### config.mk
export PLATFORM = sky130hd
export DESIGN_NAME = spis_irq_top
export DESIGN_NICKNAME = d
export VERILOG_FILES = /design/src/hw/spis_pkg.sv /design/src/hw/spis_irq_gen.sv /design/src/hw/spis_irq_top.sv
export SDC_FILE = /design/constraint.sdc
export NUM_CORES = 1
export LEC_CHECK = 0
export ABC_AREA = 1
export BUFFER_PORTS_ARGS = -buffer_cell sky130_fd_sc_hd__buf_4
export CORE_UTILIZATION = 35
export CTS_BUF_LIST = sky130_fd_sc_hd__clkbuf_4 sky130_fd_sc_hd__clkbuf_8
export CTS_CLUSTER_SIZE = 40
export DETAILED_ROUTE_END_ITERATION = 8
export PLACE_DENSITY = 0.62
export SYNTH_ARGS = -nofsm -noshare
export SYNTH_HDL_FRONTEND = slang
export SYNTH_SLANG_ARGS = --single-unit
### constraint.sdc
create_clock -name sys_clk -period 2.75 [get_ports sys_clk]
set_input_delay 0.4125 -clock sys_clk [delete_from_list [all_inputs] [get_ports sys_clk]]
set_output_delay 0.4125 -clock sys_clk [all_outputs]
set_load 0.005 [all_outputs]
### src/hw/spis_pkg.sv
// spis_pkg: offsets, field positions, reset values and states of the
// switch port interrupt source block.
// assumes a 12-bit byte address on a 32-bit apb register bus.
package spis_pkg;
    localparam logic [11:0] CMD_OFS = 12'h004;
    localparam logic [11:0] MSI_OFS = 12'h048;
    localparam logic [11:0] SLOT_OFS = 12'h080;
    localparam logic [11:0] ECC_FLAG_OFS = 12'h1c0;
    localparam logic [11:0] ECC_MASK_OFS = 12'h1c4;
    localparam logic [11:0] EH_FLAG_OFS = 12'h1cc;
    localparam logic [11:0] EH_MASK_OFS = 12'h1d0;
    localparam logic [11:0] GPIO_LO_OFS = 12'h62c;
    localparam logic [11:0] GPIO_HI_OFS = 12'h630;
    localparam logic [11:0] GPIO_FLAG_OFS = 12'h634;
    localparam logic [11:0] ROLE_OFS = 12'h700;
    localparam logic [11:0] VDB_SET_OFS = 12'hc4c;
    localparam logic [11:0] VDB_CLR_OFS = 12'hc50;
    localparam logic [11:0] VDB_MSET_OFS = 12'hc54;
    localparam logic [11:0] VDB_MCLR_OFS = 12'hc58;
    localparam logic [11:0] LDB_SET_OFS = 12'hc5c;
    localparam logic [11:0] LDB_CLR_OFS = 12'hc60;
    localparam logic [11:0] LDB_MSET_OFS = 12'hc64;
    localparam logic [11:0] LDB_MCLR_OFS = 12'hc68;
    localparam logic [11:0] FAT_FLAG_OFS = 12'hfb8;
    localparam logic [11:0] FAT_MASK_OFS = 12'hfbc;
    localparam logic [11:0] REC_FLAG_OFS = 12'hfc4;
    localparam logic [11:0] REC_MASK_OFS = 12'hfc8;
    localparam logic [11:0] SUM_FLAG_OFS = 12'hfe0;
    localparam logic [11:0] SUM_MASK_OFS = 12'hfe4;

    localparam int CMD_INTDIS_BIT = 10;
    localparam int CMD_INTSTAT_BIT = 19;
    localparam int MSI_EN_BIT = 16;
    localparam int SLOT_MASTER_BIT = 5;
    localparam int SLOT_CMDDONE_EN_BIT = 12;
    localparam int SLOT_STAT_LSB = 16;
    localparam int SLOT_PRES_CHG_BIT = 19;
    localparam int SLOT_PRES_STATE_BIT = 22;
    localparam int SLOT_DLL_CHG_BIT = 24;
    localparam int EH_OVF_BIT = 0;
    localparam int EH_LO_BIT = 4;
    localparam int EH_HI_BIT = 26;
    localparam int EH_RETRY_SBE_BIT = 12;
    localparam int EH_RETRY_DBE_BIT = 13;
    localparam int SUM_REC_BIT = 0;
    localparam int SUM_FAT_BIT = 1;
    localparam int SUM_DLA_BIT = 2;
    localparam int SUM_DROP_BIT = 3;
    localparam int ROLE_UP_BIT = 0;
    localparam int ROLE_DS_BIT = 1;
    localparam int ROLE_ISO_BIT = 2;
    localparam int GPIO_NUM = 19;
    localparam int DB_NUM = 16;

    localparam logic [31:0] MASK_RESET = 32'h0000_0000;
    localparam logic [15:0] DB_MASK_RESET = 16'hffff;
    localparam logic [2:0] ROLE_RESET = 3'h2;

    typedef enum logic [0:0] {
        SPIS_IDLE = 1'b0,
        SPIS_ASSERTED = 1'b1
    } spis_state_type;
endpackage

### src/hw/spis_irq_gen.sv
// spis_irq_gen: per-port interrupt generation unit; turns one pending
// level into message-signalled events or assert/deassert messages.
// assumes pending and both enables come from logic on the same clock.
`timescale 1ns/1ps
module spis_irq_gen (
    input wire logic sys_clk,
    input wire logic sys_rst,
    input wire logic pending,
    input wire logic intxDisable,
    input wire logic msiEnable,
    output logic msiSend,
    output logic intxAssert,
    output logic intxDeassert,
    output logic intxActive
);
    spis_pkg::spis_state_type state_q;
    logic pendingPrev_q;
    logic intxOk;

    assign intxOk = !intxDisable && !msiEnable;
    assign intxActive = (state_q == spis_pkg::SPIS_ASSERTED);

    always_ff @(posedge sys_clk) begin
        if (sys_rst) begin
            pendingPrev_q <= 1'b0;
            msiSend <= 1'b0;
        end else begin
            pendingPrev_q <= pending;
            msiSend <= msiEnable && pending && !pendingPrev_q;
        end
    end

    always_ff @(posedge sys_clk) begin
        if (sys_rst) begin
            state_q <= spis_pkg::SPIS_IDLE;
            intxAssert <= 1'b0;
            intxDeassert <= 1'b0;
        end else begin
            intxAssert <= 1'b0;
            intxDeassert <= 1'b0;
            unique case (state_q)
                spis_pkg::SPIS_IDLE: begin
                    if (pending && intxOk) begin
                        intxAssert <= 1'b1;
                        state_q <= spis_pkg::SPIS_ASSERTED;
                    end
                end
                spis_pkg::SPIS_ASSERTED: begin
                    if (!pending || !intxOk) begin
                        intxDeassert <= 1'b1;
                        state_q <= spis_pkg::SPIS_IDLE;
                    end
                end
            endcase
        end
    end
endmodule // spis_irq_gen

### src/hw/spis_irq_top.sv
// spis_irq_top: interrupt source collection for one switch port, with its
// apb register file and the port's interrupt generation unit.
// assumes event inputs are one-cycle pulses from logic on sys_clk; the
// presence and gpio pins arrive asynchronously and are synchronised here.
`timescale 1ns/1ps
module spis_irq_top #(
    parameter int ADDR_W = 12
) (
    input wire logic sys_clk,
    input wire logic sys_rst,
    input wire logic psel,
    input wire logic penable,
    input wire logic pwrite,
    input wire logic [ADDR_W-1:0] paddr,
    input wire logic [31:0] pwdata,
    output logic [31:0] prdata,
    output logic pready,
    output logic pslverr,
    input wire logic [1:0] rxDetect,
    input wire logic externalPresenceInput,
    input wire logic attentionPress,
    input wire logic powerFault,
    input wire logic retentionLatchSensorChange,
    input wire logic commandDone,
    input wire logic dllStateChange,
    input wire logic [31:0] eccErrorEvents,
    input wire logic [31:0] errorHandlerEvents,
    input wire logic [spis_pkg::GPIO_NUM-1:0] gpioPins,
    input wire logic [31:0] linkRecoverableEvents,
    input wire logic [31:0] linkFatalEvents,
    input wire logic linkActiveChange,
    input wire logic uncorrMsgDrop,
    input wire logic rxIntxAssert,
    input wire logic rxIntxDeassert,
    input wire logic [1:0] rxIntxLine,
    output logic msiSend,
    output logic intxAssert,
    output logic intxDeassert
);
    if (ADDR_W < 12) begin : g_addr_check
        $error("spis_irq_top: ADDR_W must be at least 12");
    end

    logic [31:0] cmd_q, msi_q, role_q;
    logic [15:0] slotCtl_q;
    logic [4:0] slotSta_q;
    logic dllChg_q, presSync1_q, presSync2_q, presPrev_q;
    logic [31:0] eccFlag_q, eccMask_q, ehFlag_q, ehMask_q;
    logic [15:0] gpioDirLo_q;
    logic [2:0] gpioDirHi_q;
    logic [spis_pkg::GPIO_NUM-1:0] gpioSync1_q, gpioSync2_q, gpioPrev_q, gpioFlag_q;
    logic [15:0] vdb_q, vdbMask_q, ldb_q, ldbMask_q;
    logic [31:0] fatFlag_q, fatMask_q, recFlag_q, recMask_q;
    logic [3:0] sumMask_q;
    logic [1:0] sumSticky_q;
    logic [3:0] rxWires_q;
    logic [31:0] rdData;
    logic [3:0] sumFlags;
    logic [spis_pkg::GPIO_NUM-1:0] gpioIsInt;
    logic hit, wrEn, presState, pending, intxActive;
    logic hpReq, eccReq, ovfReq, ehReq, gpioReq, recReq, fatReq, dlaReq, dropReq;
    logic vdbReq, ldbReq, rxReq;

    // access phase takes two cycles: pready rises on its first edge
    assign wrEn = psel && penable && pready && pwrite;

    function automatic logic wrAt(input logic [11:0] ofs);
        // shift keeps the upper-bit test legal when ADDR_W is exactly 12
        wrAt = wrEn && (paddr[11:0] == ofs) && ((paddr >> 12) == '0);
    endfunction

    always_ff @(posedge sys_clk) begin
        if (sys_rst) begin
            pready <= 1'b0;
            prdata <= 32'h0000_0000;
            pslverr <= 1'b0;
        end else begin
            pready <= psel && penable && !pready;
            // error response stands only beside its own pready
            pslverr <= psel && penable && !pready && !hit;
            if (psel && penable && !pready) begin
                prdata <= pwrite ? 32'h0000_0000 : rdData;
            end
        end
    end

    // pin synchronisers; only second stages feed logic
    always_ff @(posedge sys_clk) begin
        if (sys_rst) begin
            presSync1_q <= 1'b0;
            presSync2_q <= 1'b0;
            gpioSync1_q <= '0;
            gpioSync2_q <= '0;
        end else begin
            presSync1_q <= externalPresenceInput;
            presSync2_q <= presSync1_q;
            gpioSync1_q <= gpioPins;
            gpioSync2_q <= gpioSync1_q;
        end
    end

    assign presState = (|rxDetect) || presSync2_q;

    always_ff @(posedge sys_clk) begin
        if (sys_rst) begin
            cmd_q <= 32'h0000_0000;
            msi_q <= 32'h0000_0000;
            role_q <= {29'h0000_0000, spis_pkg::ROLE_RESET};
        end else begin
            if (wrAt(spis_pkg::CMD_OFS)) begin
                cmd_q[spis_pkg::CMD_INTDIS_BIT] <= pwdata[spis_pkg::CMD_INTDIS_BIT];
            end
            if (wrAt(spis_pkg::MSI_OFS)) begin
                msi_q[spis_pkg::MSI_EN_BIT] <= pwdata[spis_pkg::MSI_EN_BIT];
            end
            if (wrAt(spis_pkg::ROLE_OFS)) begin
                role_q[2:0] <= pwdata[2:0];
            end
        end
    end

    // slot: control low half, sticky status high half, set wins over clear
    always_ff @(posedge sys_clk) begin
        if (sys_rst) begin
            slotCtl_q <= 16'h0000;
            slotSta_q <= 5'h00;
            dllChg_q <= 1'b0;
            presPrev_q <= 1'b0;
        end else begin
            presPrev_q <= presState;
            if (wrAt(spis_pkg::SLOT_OFS)) begin
                slotCtl_q <= pwdata[15:0];
                slotSta_q <= slotSta_q & ~pwdata[spis_pkg::SLOT_STAT_LSB +: 5]
                    | {commandDone, presState != presPrev_q, retentionLatchSensorChange,
                    powerFault, attentionPress};
                dllChg_q <= (dllChg_q && !pwdata[spis_pkg::SLOT_DLL_CHG_BIT]) || dllStateChange;
            end else begin
                slotSta_q <= slotSta_q | {commandDone, presState != presPrev_q,
                    retentionLatchSensorChange, powerFault, attentionPress};
                dllChg_q <= dllChg_q || dllStateChange;
            end
        end
    end

    // egress ECC and error handler flags; inputs land on their assigned bits
    always_ff @(posedge sys_clk) begin
        if (sys_rst) begin
            eccFlag_q <= 32'h0000_0000;
            eccMask_q <= spis_pkg::MASK_RESET;
            ehFlag_q <= 32'h0000_0000;
            ehMask_q <= spis_pkg::MASK_RESET;
        end else begin
            eccFlag_q <= (eccFlag_q & ~(wrAt(spis_pkg::ECC_FLAG_OFS) ? pwdata : 32'h0000_0000))
                | eccErrorEvents;
            ehFlag_q <= (ehFlag_q & ~(wrAt(spis_pkg::EH_FLAG_OFS) ? pwdata : 32'h0000_0000))
                | errorHandlerEvents;
            if (wrAt(spis_pkg::ECC_MASK_OFS)) begin
                eccMask_q <= pwdata;
            end
            if (wrAt(spis_pkg::EH_MASK_OFS)) begin
                ehMask_q <= pwdata;
            end
        end
    end

    assign gpioIsInt = {gpioDirHi_q, gpioDirLo_q};

    // gpio: a rising edge on a pin configured as interrupt input sets its flag
    always_ff @(posedge sys_clk) begin
        if (sys_rst) begin
            gpioDirLo_q <= 16'h0000;
            gpioDirHi_q <= 3'h0;
            gpioPrev_q <= '0;
            gpioFlag_q <= '0;
        end else begin
            gpioPrev_q <= gpioSync2_q;
            if (wrAt(spis_pkg::GPIO_LO_OFS)) begin
                gpioDirLo_q <= pwdata[15:0];
            end
            if (wrAt(spis_pkg::GPIO_HI_OFS)) begin
                gpioDirHi_q <= pwdata[2:0];
            end
            gpioFlag_q <= (gpioFlag_q & ~(wrAt(spis_pkg::GPIO_FLAG_OFS)
                ? pwdata[spis_pkg::GPIO_NUM-1:0] : '0))
                | (gpioSync2_q & ~gpioPrev_q & gpioIsInt);
        end
    end

    // doorbells: separate set and clear addresses for request and mask
    always_ff @(posedge sys_clk) begin
        if (sys_rst) begin
            vdb_q <= 16'h0000;
            ldb_q <= 16'h0000;
            vdbMask_q <= spis_pkg::DB_MASK_RESET;
            ldbMask_q <= spis_pkg::DB_MASK_RESET;
        end else begin
            if (wrAt(spis_pkg::VDB_SET_OFS)) vdb_q <= vdb_q | pwdata[15:0];
            if (wrAt(spis_pkg::VDB_CLR_OFS)) vdb_q <= vdb_q & ~pwdata[15:0];
            if (wrAt(spis_pkg::VDB_MSET_OFS)) vdbMask_q <= vdbMask_q | pwdata[15:0];
            if (wrAt(spis_pkg::VDB_MCLR_OFS)) vdbMask_q <= vdbMask_q & ~pwdata[15:0];
            if (wrAt(spis_pkg::LDB_SET_OFS)) ldb_q <= ldb_q | pwdata[15:0];
            if (wrAt(spis_pkg::LDB_CLR_OFS)) ldb_q <= ldb_q & ~pwdata[15:0];
            if (wrAt(spis_pkg::LDB_MSET_OFS)) ldbMask_q <= ldbMask_q | pwdata[15:0];
            if (wrAt(spis_pkg::LDB_MCLR_OFS)) ldbMask_q <= ldbMask_q & ~pwdata[15:0];
        end
    end

    // isolated link side errors and their summary
    always_ff @(posedge sys_clk) begin
        if (sys_rst) begin
            fatFlag_q <= 32'h0000_0000;
            recFlag_q <= 32'h0000_0000;
            fatMask_q <= spis_pkg::MASK_RESET;
            recMask_q <= spis_pkg::MASK_RESET;
            sumMask_q <= 4'h0;
            sumSticky_q <= 2'h0;
        end else begin
            fatFlag_q <= (fatFlag_q & ~(wrAt(spis_pkg::FAT_FLAG_OFS) ? pwdata : 32'h0000_0000))
                | linkFatalEvents;
            recFlag_q <= (recFlag_q & ~(wrAt(spis_pkg::REC_FLAG_OFS) ? pwdata : 32'h0000_0000))
                | linkRecoverableEvents;
            sumSticky_q <= (sumSticky_q & ~(wrAt(spis_pkg::SUM_FLAG_OFS)
                ? pwdata[spis_pkg::SUM_DROP_BIT:spis_pkg::SUM_DLA_BIT] : 2'h0))
                | {uncorrMsgDrop, linkActiveChange};
            if (wrAt(spis_pkg::FAT_MASK_OFS)) fatMask_q <= pwdata;
            if (wrAt(spis_pkg::REC_MASK_OFS)) recMask_q <= pwdata;
            if (wrAt(spis_pkg::SUM_MASK_OFS)) sumMask_q <= pwdata[3:0];
        end
    end

    assign sumFlags = {sumSticky_q, |fatFlag_q, |recFlag_q};

    // received legacy virtual wires: one level per line, assert wins
    always_ff @(posedge sys_clk) begin
        if (sys_rst) begin
            rxWires_q <= 4'h0;
        end else if (rxIntxAssert) begin
            rxWires_q[rxIntxLine] <= 1'b1;
        end else if (rxIntxDeassert) begin
            rxWires_q[rxIntxLine] <= 1'b0;
        end
    end

    // source requests; ecc, error handler, link error and doorbell requests pass only where their mask is clear
    always_comb begin
        hpReq = role_q[spis_pkg::ROLE_DS_BIT] && slotCtl_q[spis_pkg::SLOT_MASTER_BIT]
            && ((|(slotSta_q & {slotCtl_q[spis_pkg::SLOT_CMDDONE_EN_BIT], slotCtl_q[3:0]}))
            || dllChg_q);
        eccReq = |(eccFlag_q & ~eccMask_q);
        ovfReq = ehFlag_q[spis_pkg::EH_OVF_BIT] && !ehMask_q[spis_pkg::EH_OVF_BIT];
        ehReq = |(ehFlag_q[spis_pkg::EH_HI_BIT:spis_pkg::EH_LO_BIT]
            & ~ehMask_q[spis_pkg::EH_HI_BIT:spis_pkg::EH_LO_BIT]);
        gpioReq = role_q[spis_pkg::ROLE_UP_BIT] && (|gpioFlag_q);
        recReq = role_q[spis_pkg::ROLE_ISO_BIT] && !sumMask_q[spis_pkg::SUM_REC_BIT]
            && (|(recFlag_q & ~recMask_q));
        fatReq = role_q[spis_pkg::ROLE_ISO_BIT] && !sumMask_q[spis_pkg::SUM_FAT_BIT]
            && (|(fatFlag_q & ~fatMask_q));
        dlaReq = role_q[spis_pkg::ROLE_ISO_BIT] && sumSticky_q[0]
            && !sumMask_q[spis_pkg::SUM_DLA_BIT];
        dropReq = role_q[spis_pkg::ROLE_ISO_BIT] && sumSticky_q[1]
            && !sumMask_q[spis_pkg::SUM_DROP_BIT];
        vdbReq = |(vdb_q & ~vdbMask_q);
        ldbReq = |(ldb_q & ~ldbMask_q);
        rxReq = |rxWires_q;
    end

    assign pending = hpReq || eccReq || ovfReq || ehReq || gpioReq || recReq || fatReq
        || dlaReq || dropReq || vdbReq || ldbReq || rxReq;

    spis_irq_gen u_gen (
        .sys_clk(sys_clk),
        .sys_rst(sys_rst),
        .pending(pending),
        .intxDisable(cmd_q[spis_pkg::CMD_INTDIS_BIT]),
        .msiEnable(msi_q[spis_pkg::MSI_EN_BIT]),
        .msiSend(msiSend),
        .intxAssert(intxAssert),
        .intxDeassert(intxDeassert),
        .intxActive(intxActive)
    );

    always_comb begin
        rdData = 32'h0000_0000;
        hit = ((paddr >> 12) == '0);
        unique case (paddr[11:0])
            spis_pkg::CMD_OFS: begin
                rdData[spis_pkg::CMD_INTDIS_BIT] = cmd_q[spis_pkg::CMD_INTDIS_BIT];
                rdData[spis_pkg::CMD_INTSTAT_BIT] = pending || intxActive;
            end
            spis_pkg::MSI_OFS: rdData[spis_pkg::MSI_EN_BIT] = msi_q[spis_pkg::MSI_EN_BIT];
            spis_pkg::SLOT_OFS: begin
                rdData[15:0] = slotCtl_q;
                rdData[spis_pkg::SLOT_STAT_LSB +: 5] = slotSta_q;
                rdData[spis_pkg::SLOT_PRES_STATE_BIT] = presState;
                rdData[spis_pkg::SLOT_DLL_CHG_BIT] = dllChg_q;
            end
            spis_pkg::ECC_FLAG_OFS: rdData = eccFlag_q;
            spis_pkg::ECC_MASK_OFS: rdData = eccMask_q;
            spis_pkg::EH_FLAG_OFS: rdData = ehFlag_q;
            spis_pkg::EH_MASK_OFS: rdData = ehMask_q;
            spis_pkg::GPIO_LO_OFS: rdData[15:0] = gpioDirLo_q;
            spis_pkg::GPIO_HI_OFS: rdData[2:0] = gpioDirHi_q;
            spis_pkg::GPIO_FLAG_OFS: rdData[spis_pkg::GPIO_NUM-1:0] = gpioFlag_q;
            spis_pkg::ROLE_OFS: rdData[2:0] = role_q[2:0];
            spis_pkg::VDB_SET_OFS, spis_pkg::VDB_CLR_OFS: rdData[15:0] = vdb_q;
            spis_pkg::VDB_MSET_OFS, spis_pkg::VDB_MCLR_OFS: rdData[15:0] = vdbMask_q;
            spis_pkg::LDB_SET_OFS, spis_pkg::LDB_CLR_OFS: rdData[15:0] = ldb_q;
            spis_pkg::LDB_MSET_OFS, spis_pkg::LDB_MCLR_OFS: rdData[15:0] = ldbMask_q;
            spis_pkg::FAT_FLAG_OFS: rdData = fatFlag_q;
            spis_pkg::FAT_MASK_OFS: rdData = fatMask_q;
            spis_pkg::REC_FLAG_OFS: rdData = recFlag_q;
            spis_pkg::REC_MASK_OFS: rdData = recMask_q;
            spis_pkg::SUM_FLAG_OFS: rdData[3:0] = sumFlags;
            spis_pkg::SUM_MASK_OFS: rdData[3:0] = sumMask_q;
            default: hit = 1'b0;
        endcase
    end
endmodule // spis_irq_top

==> metrics.yaml <==
run_status: "finished clean"
cts.sink_count: 494
design.final.nets: 3863
setup_violations: 0
postLayoutCoreUtil_pct: 47.2
multi_input_area_um2: 9490
cp-start-kind: "flip-flop"
worst_slew_pin_tran_ns: 0.924
start_util_pct: 35.7
min_period_over_period_pct: 87.2
total_switching_power_mw: 4.19
synthDominantCellAreaShare_pct: 44.7
ir_worst_vdd_mv: 0.367
fin_hold_ws_ns: 0.0307
leakage_nw: 12.7
vias_per_cell: 5.24
gr-total-overflow: 0
syn-num-nets: 3362
internal-power_mw: 12.3
slew_headroom_pct: 38.3
post-place-cells: 4219
final.setup_skew_ns: 0.0420
critPathMaxFanout: 5
post_cts_resize_count: 0
power_share_of_the_clock_group_pct: 45.8
synthesis.area_um2: 22100
finalWeightedCongestion: 1.04
synth.yosys.seq_area_share_pct: 44.7
detailed_route_wirelength_on_metal2_um: 46300
routed_wl_um: 102000
final.min_clock_period_ns: 2.40
met3_length_um: 9030
first_pass_grt_wire_length_um: 148000
layoutNonFillerInstCount: 4550
power_density_nw_per_um2: 561
flow.area_growth_from_synthesis_pct: 32.3
dieHeight_um: 253
worstSetupEndpointType: "flip-flop"
cp_data_required_time_ns: 3.38
first_pass_iters: 6
globalRouteTotalUtil_pct: 31.3
routed_length_per_placed_instance_um: 22.3
buffer_levels_on_the_longest_clock_path: 3
worstHoldPathType: "in2reg"
io_pins: 247
power_share_of_the_sequential_group_pct: 45.6
crit_arrival_ns: 3.03
placement.io_buffers: 246
synth.distinct_cells: 44
filler_cell_count: 6367
routed-via-count: 23800
grt_antenna_before_repair: 0
timing.final.hold_violations: 0
slew_viol_final: 0
numCtsBuffers: 89
post_synth.cell_area_avg_um2: 7.02
synth_warnings: 0
worst_hold_startpoint: "pwdata[18]"
combPwrFrac_pct: 8.6
synth.area.top_cells: "sky130_fd_sc_hd__dfxtp_1, sky130_fd_sc_hd__inv_1, sky130_fd_sc_hd__o21ai_0, sky130_fd_sc_hd__a21oi_1, sky130_fd_sc_hd__nand2_1"
place.detailed.hpwl_um: 76300
core_area_um2: 62100
die_w_um: 253
dieArea_um2: 64200
power.switching_fraction_pct: 25.5
grt_start_max_net_pins: 117
area_used_by_sequential_logic_in_the_layout_um2: 9890
cts_tree: "yes"
synthesis.instances: 3152
maxUsedRoutingLayer: "met4"
worst-setup-path-type: "reg2reg"
fmax_mhz: 417
setup_repair_after_global_routing_missed_its_margin: "false"
core.rowCount: 91
insertion_delay_ns: 0.72
clkSlewWorstSetupHoldPaths_ns: 0.06
initialDrtViolationCount: 2630
route.antenna.remaining_nets: 0
number_of_synthesized_register_bits: 494
layout_cells_sized_above_1_pct: 15.8
p_total_mw: 16.4
grt_pass1_vias: 23200
drv_cap: 0
cts_root_buffer: "sky130_fd_sc_hd__clkbuf_8"
drc: 0
h-tree-depth: 3
n_antenna_cell: 0
synth_largest_area_cell: "sky130_fd_sc_hd__dfxtp_1"
wl_met1_um: 41200
## layer usage
metal	vias to the layer above	GRT usage (%)
met4	0	15.5
met3	263	6.49
li1	11400	-
met2	1178	50.7
met1	11000	39.4
met5	-	0
## final timing paths
check | cells past startpoint | slack [ns] | end
worst max-delay path | 11 | 0.35 | u_gen.intxDeassert
worst min-delay path | 3 | 0.03 | ehMask_q[18]
worst max register to register | 11 | 0.35 | u_gen.intxDeassert
worst min register to register | 1 | 0.40 | u_gen.msiSend
## cell type report
type,count,area share (%)
Sequential cell,494,33.8
Tap cell,837,3.58
Multi-Input combinational cell,1935,32.4
Clock inverter,16,0.743
Inverter,572,7.34
Timing Repair Buffer,561,16.4
Clock buffer,135,5.79
## synth_stat cells (all sizes together)
library cell	number
a211oi	73
a21o	1
a21oi	347
a221oi	2
a22o	1
a31oi	20
buf	26
clkbuf	125
clkinv	3
dfxtp	494
inv	569
nand2	439
nand3	101
nand3b	2
nand4	29
nor2	341
nor3	32
nor4	6
o2111ai	13
o211ai	13
o21ai	398
o21bai	3
o221ai	15
o22ai	64
o311ai	32
or2	2
xor2	1
## power by group through the flow
stage          Combinational [mW]  Clock (mW)  Sequential [mW]
2_1_floorplan               0.551           0             7.58
3_3_place_gp                 1.17           0             7.65
3_5_place_dp                 1.18           0             7.65
4_1_cts                      1.39        7.62             7.50
5_1_grt                      1.52        7.96             7.51
6_report                     1.41        7.53             7.50
## placed cells by master (no fill, tap or decap), types with 73 or more instances in the layout
master	Yosys	layout
sky130_fd_sc_hd__inv_1	548	548
sky130_fd_sc_hd__dlygate4sd3_1	0	180
sky130_fd_sc_hd__a21oi_1	345	345
sky130_fd_sc_hd__a211oi_1	73	73
sky130_fd_sc_hd__buf_4	3	370
sky130_fd_sc_hd__nor2_1	326	326
sky130_fd_sc_hd__clkbuf_8	0	109
sky130_fd_sc_hd__nand2_1	435	435
sky130_fd_sc_hd__nand3_1	98	98
sky130_fd_sc_hd__dfxtp_1	494	494
sky130_fd_sc_hd__o21ai_0	373	373
## through the flow
stage          cell area, µm²  setup slack (ns)  setup TNS [ns]
2_1_floorplan           22100             0.863               0
3_3_place_gp            25600            -0.325          -0.325
3_5_place_dp            25600            -0.177          -0.177
4_1_cts                 29300             0.441               0
5_1_grt                 29300             0.254               0
6_report                29300             0.352               0
## critical path, stage by stage, from the launching register on
cell and delay, ns:
sky130_fd_sc_hd__dfxtp_1 0.32, sky130_fd_sc_hd__inv_1 0.06, sky130_fd_sc_hd__nand2_1 0.06, sky130_fd_sc_hd__nand3_1 0.34, sky130_fd_sc_hd__nor2_1 0.20, sky130_fd_sc_hd__nand2_1 0.21
sky130_fd_sc_hd__nor2_1 0.15, sky130_fd_sc_hd__nand3_1 0.13, sky130_fd_sc_hd__nor3_1 0.43, sky130_fd_sc_hd__buf_4 0.22, sky130_fd_sc_hd__o21ai_0 0.10, sky130_fd_sc_hd__nor2_1 0.10
## what timing repair did
action,in CTS,in global routing
hold buffers,180,0
setup buffers,0,0
hold endpoints to repair,185,0
## cell families (layout without fill, tap and decap cells)
family | after synthesis | in the layout | synth area share (%)
buffers and inverters | 723 | 1284 | 12.5
AOI/OAI and AO/OA | 982 | 982 | 24.8
xor gates and xnor gates | 1 | 1 | 0.0396
DFF | 494 | 494 | 44.7
and+or+nand+nor | 952 | 952 | 18.0
Power figures use the tool's default switching activity.
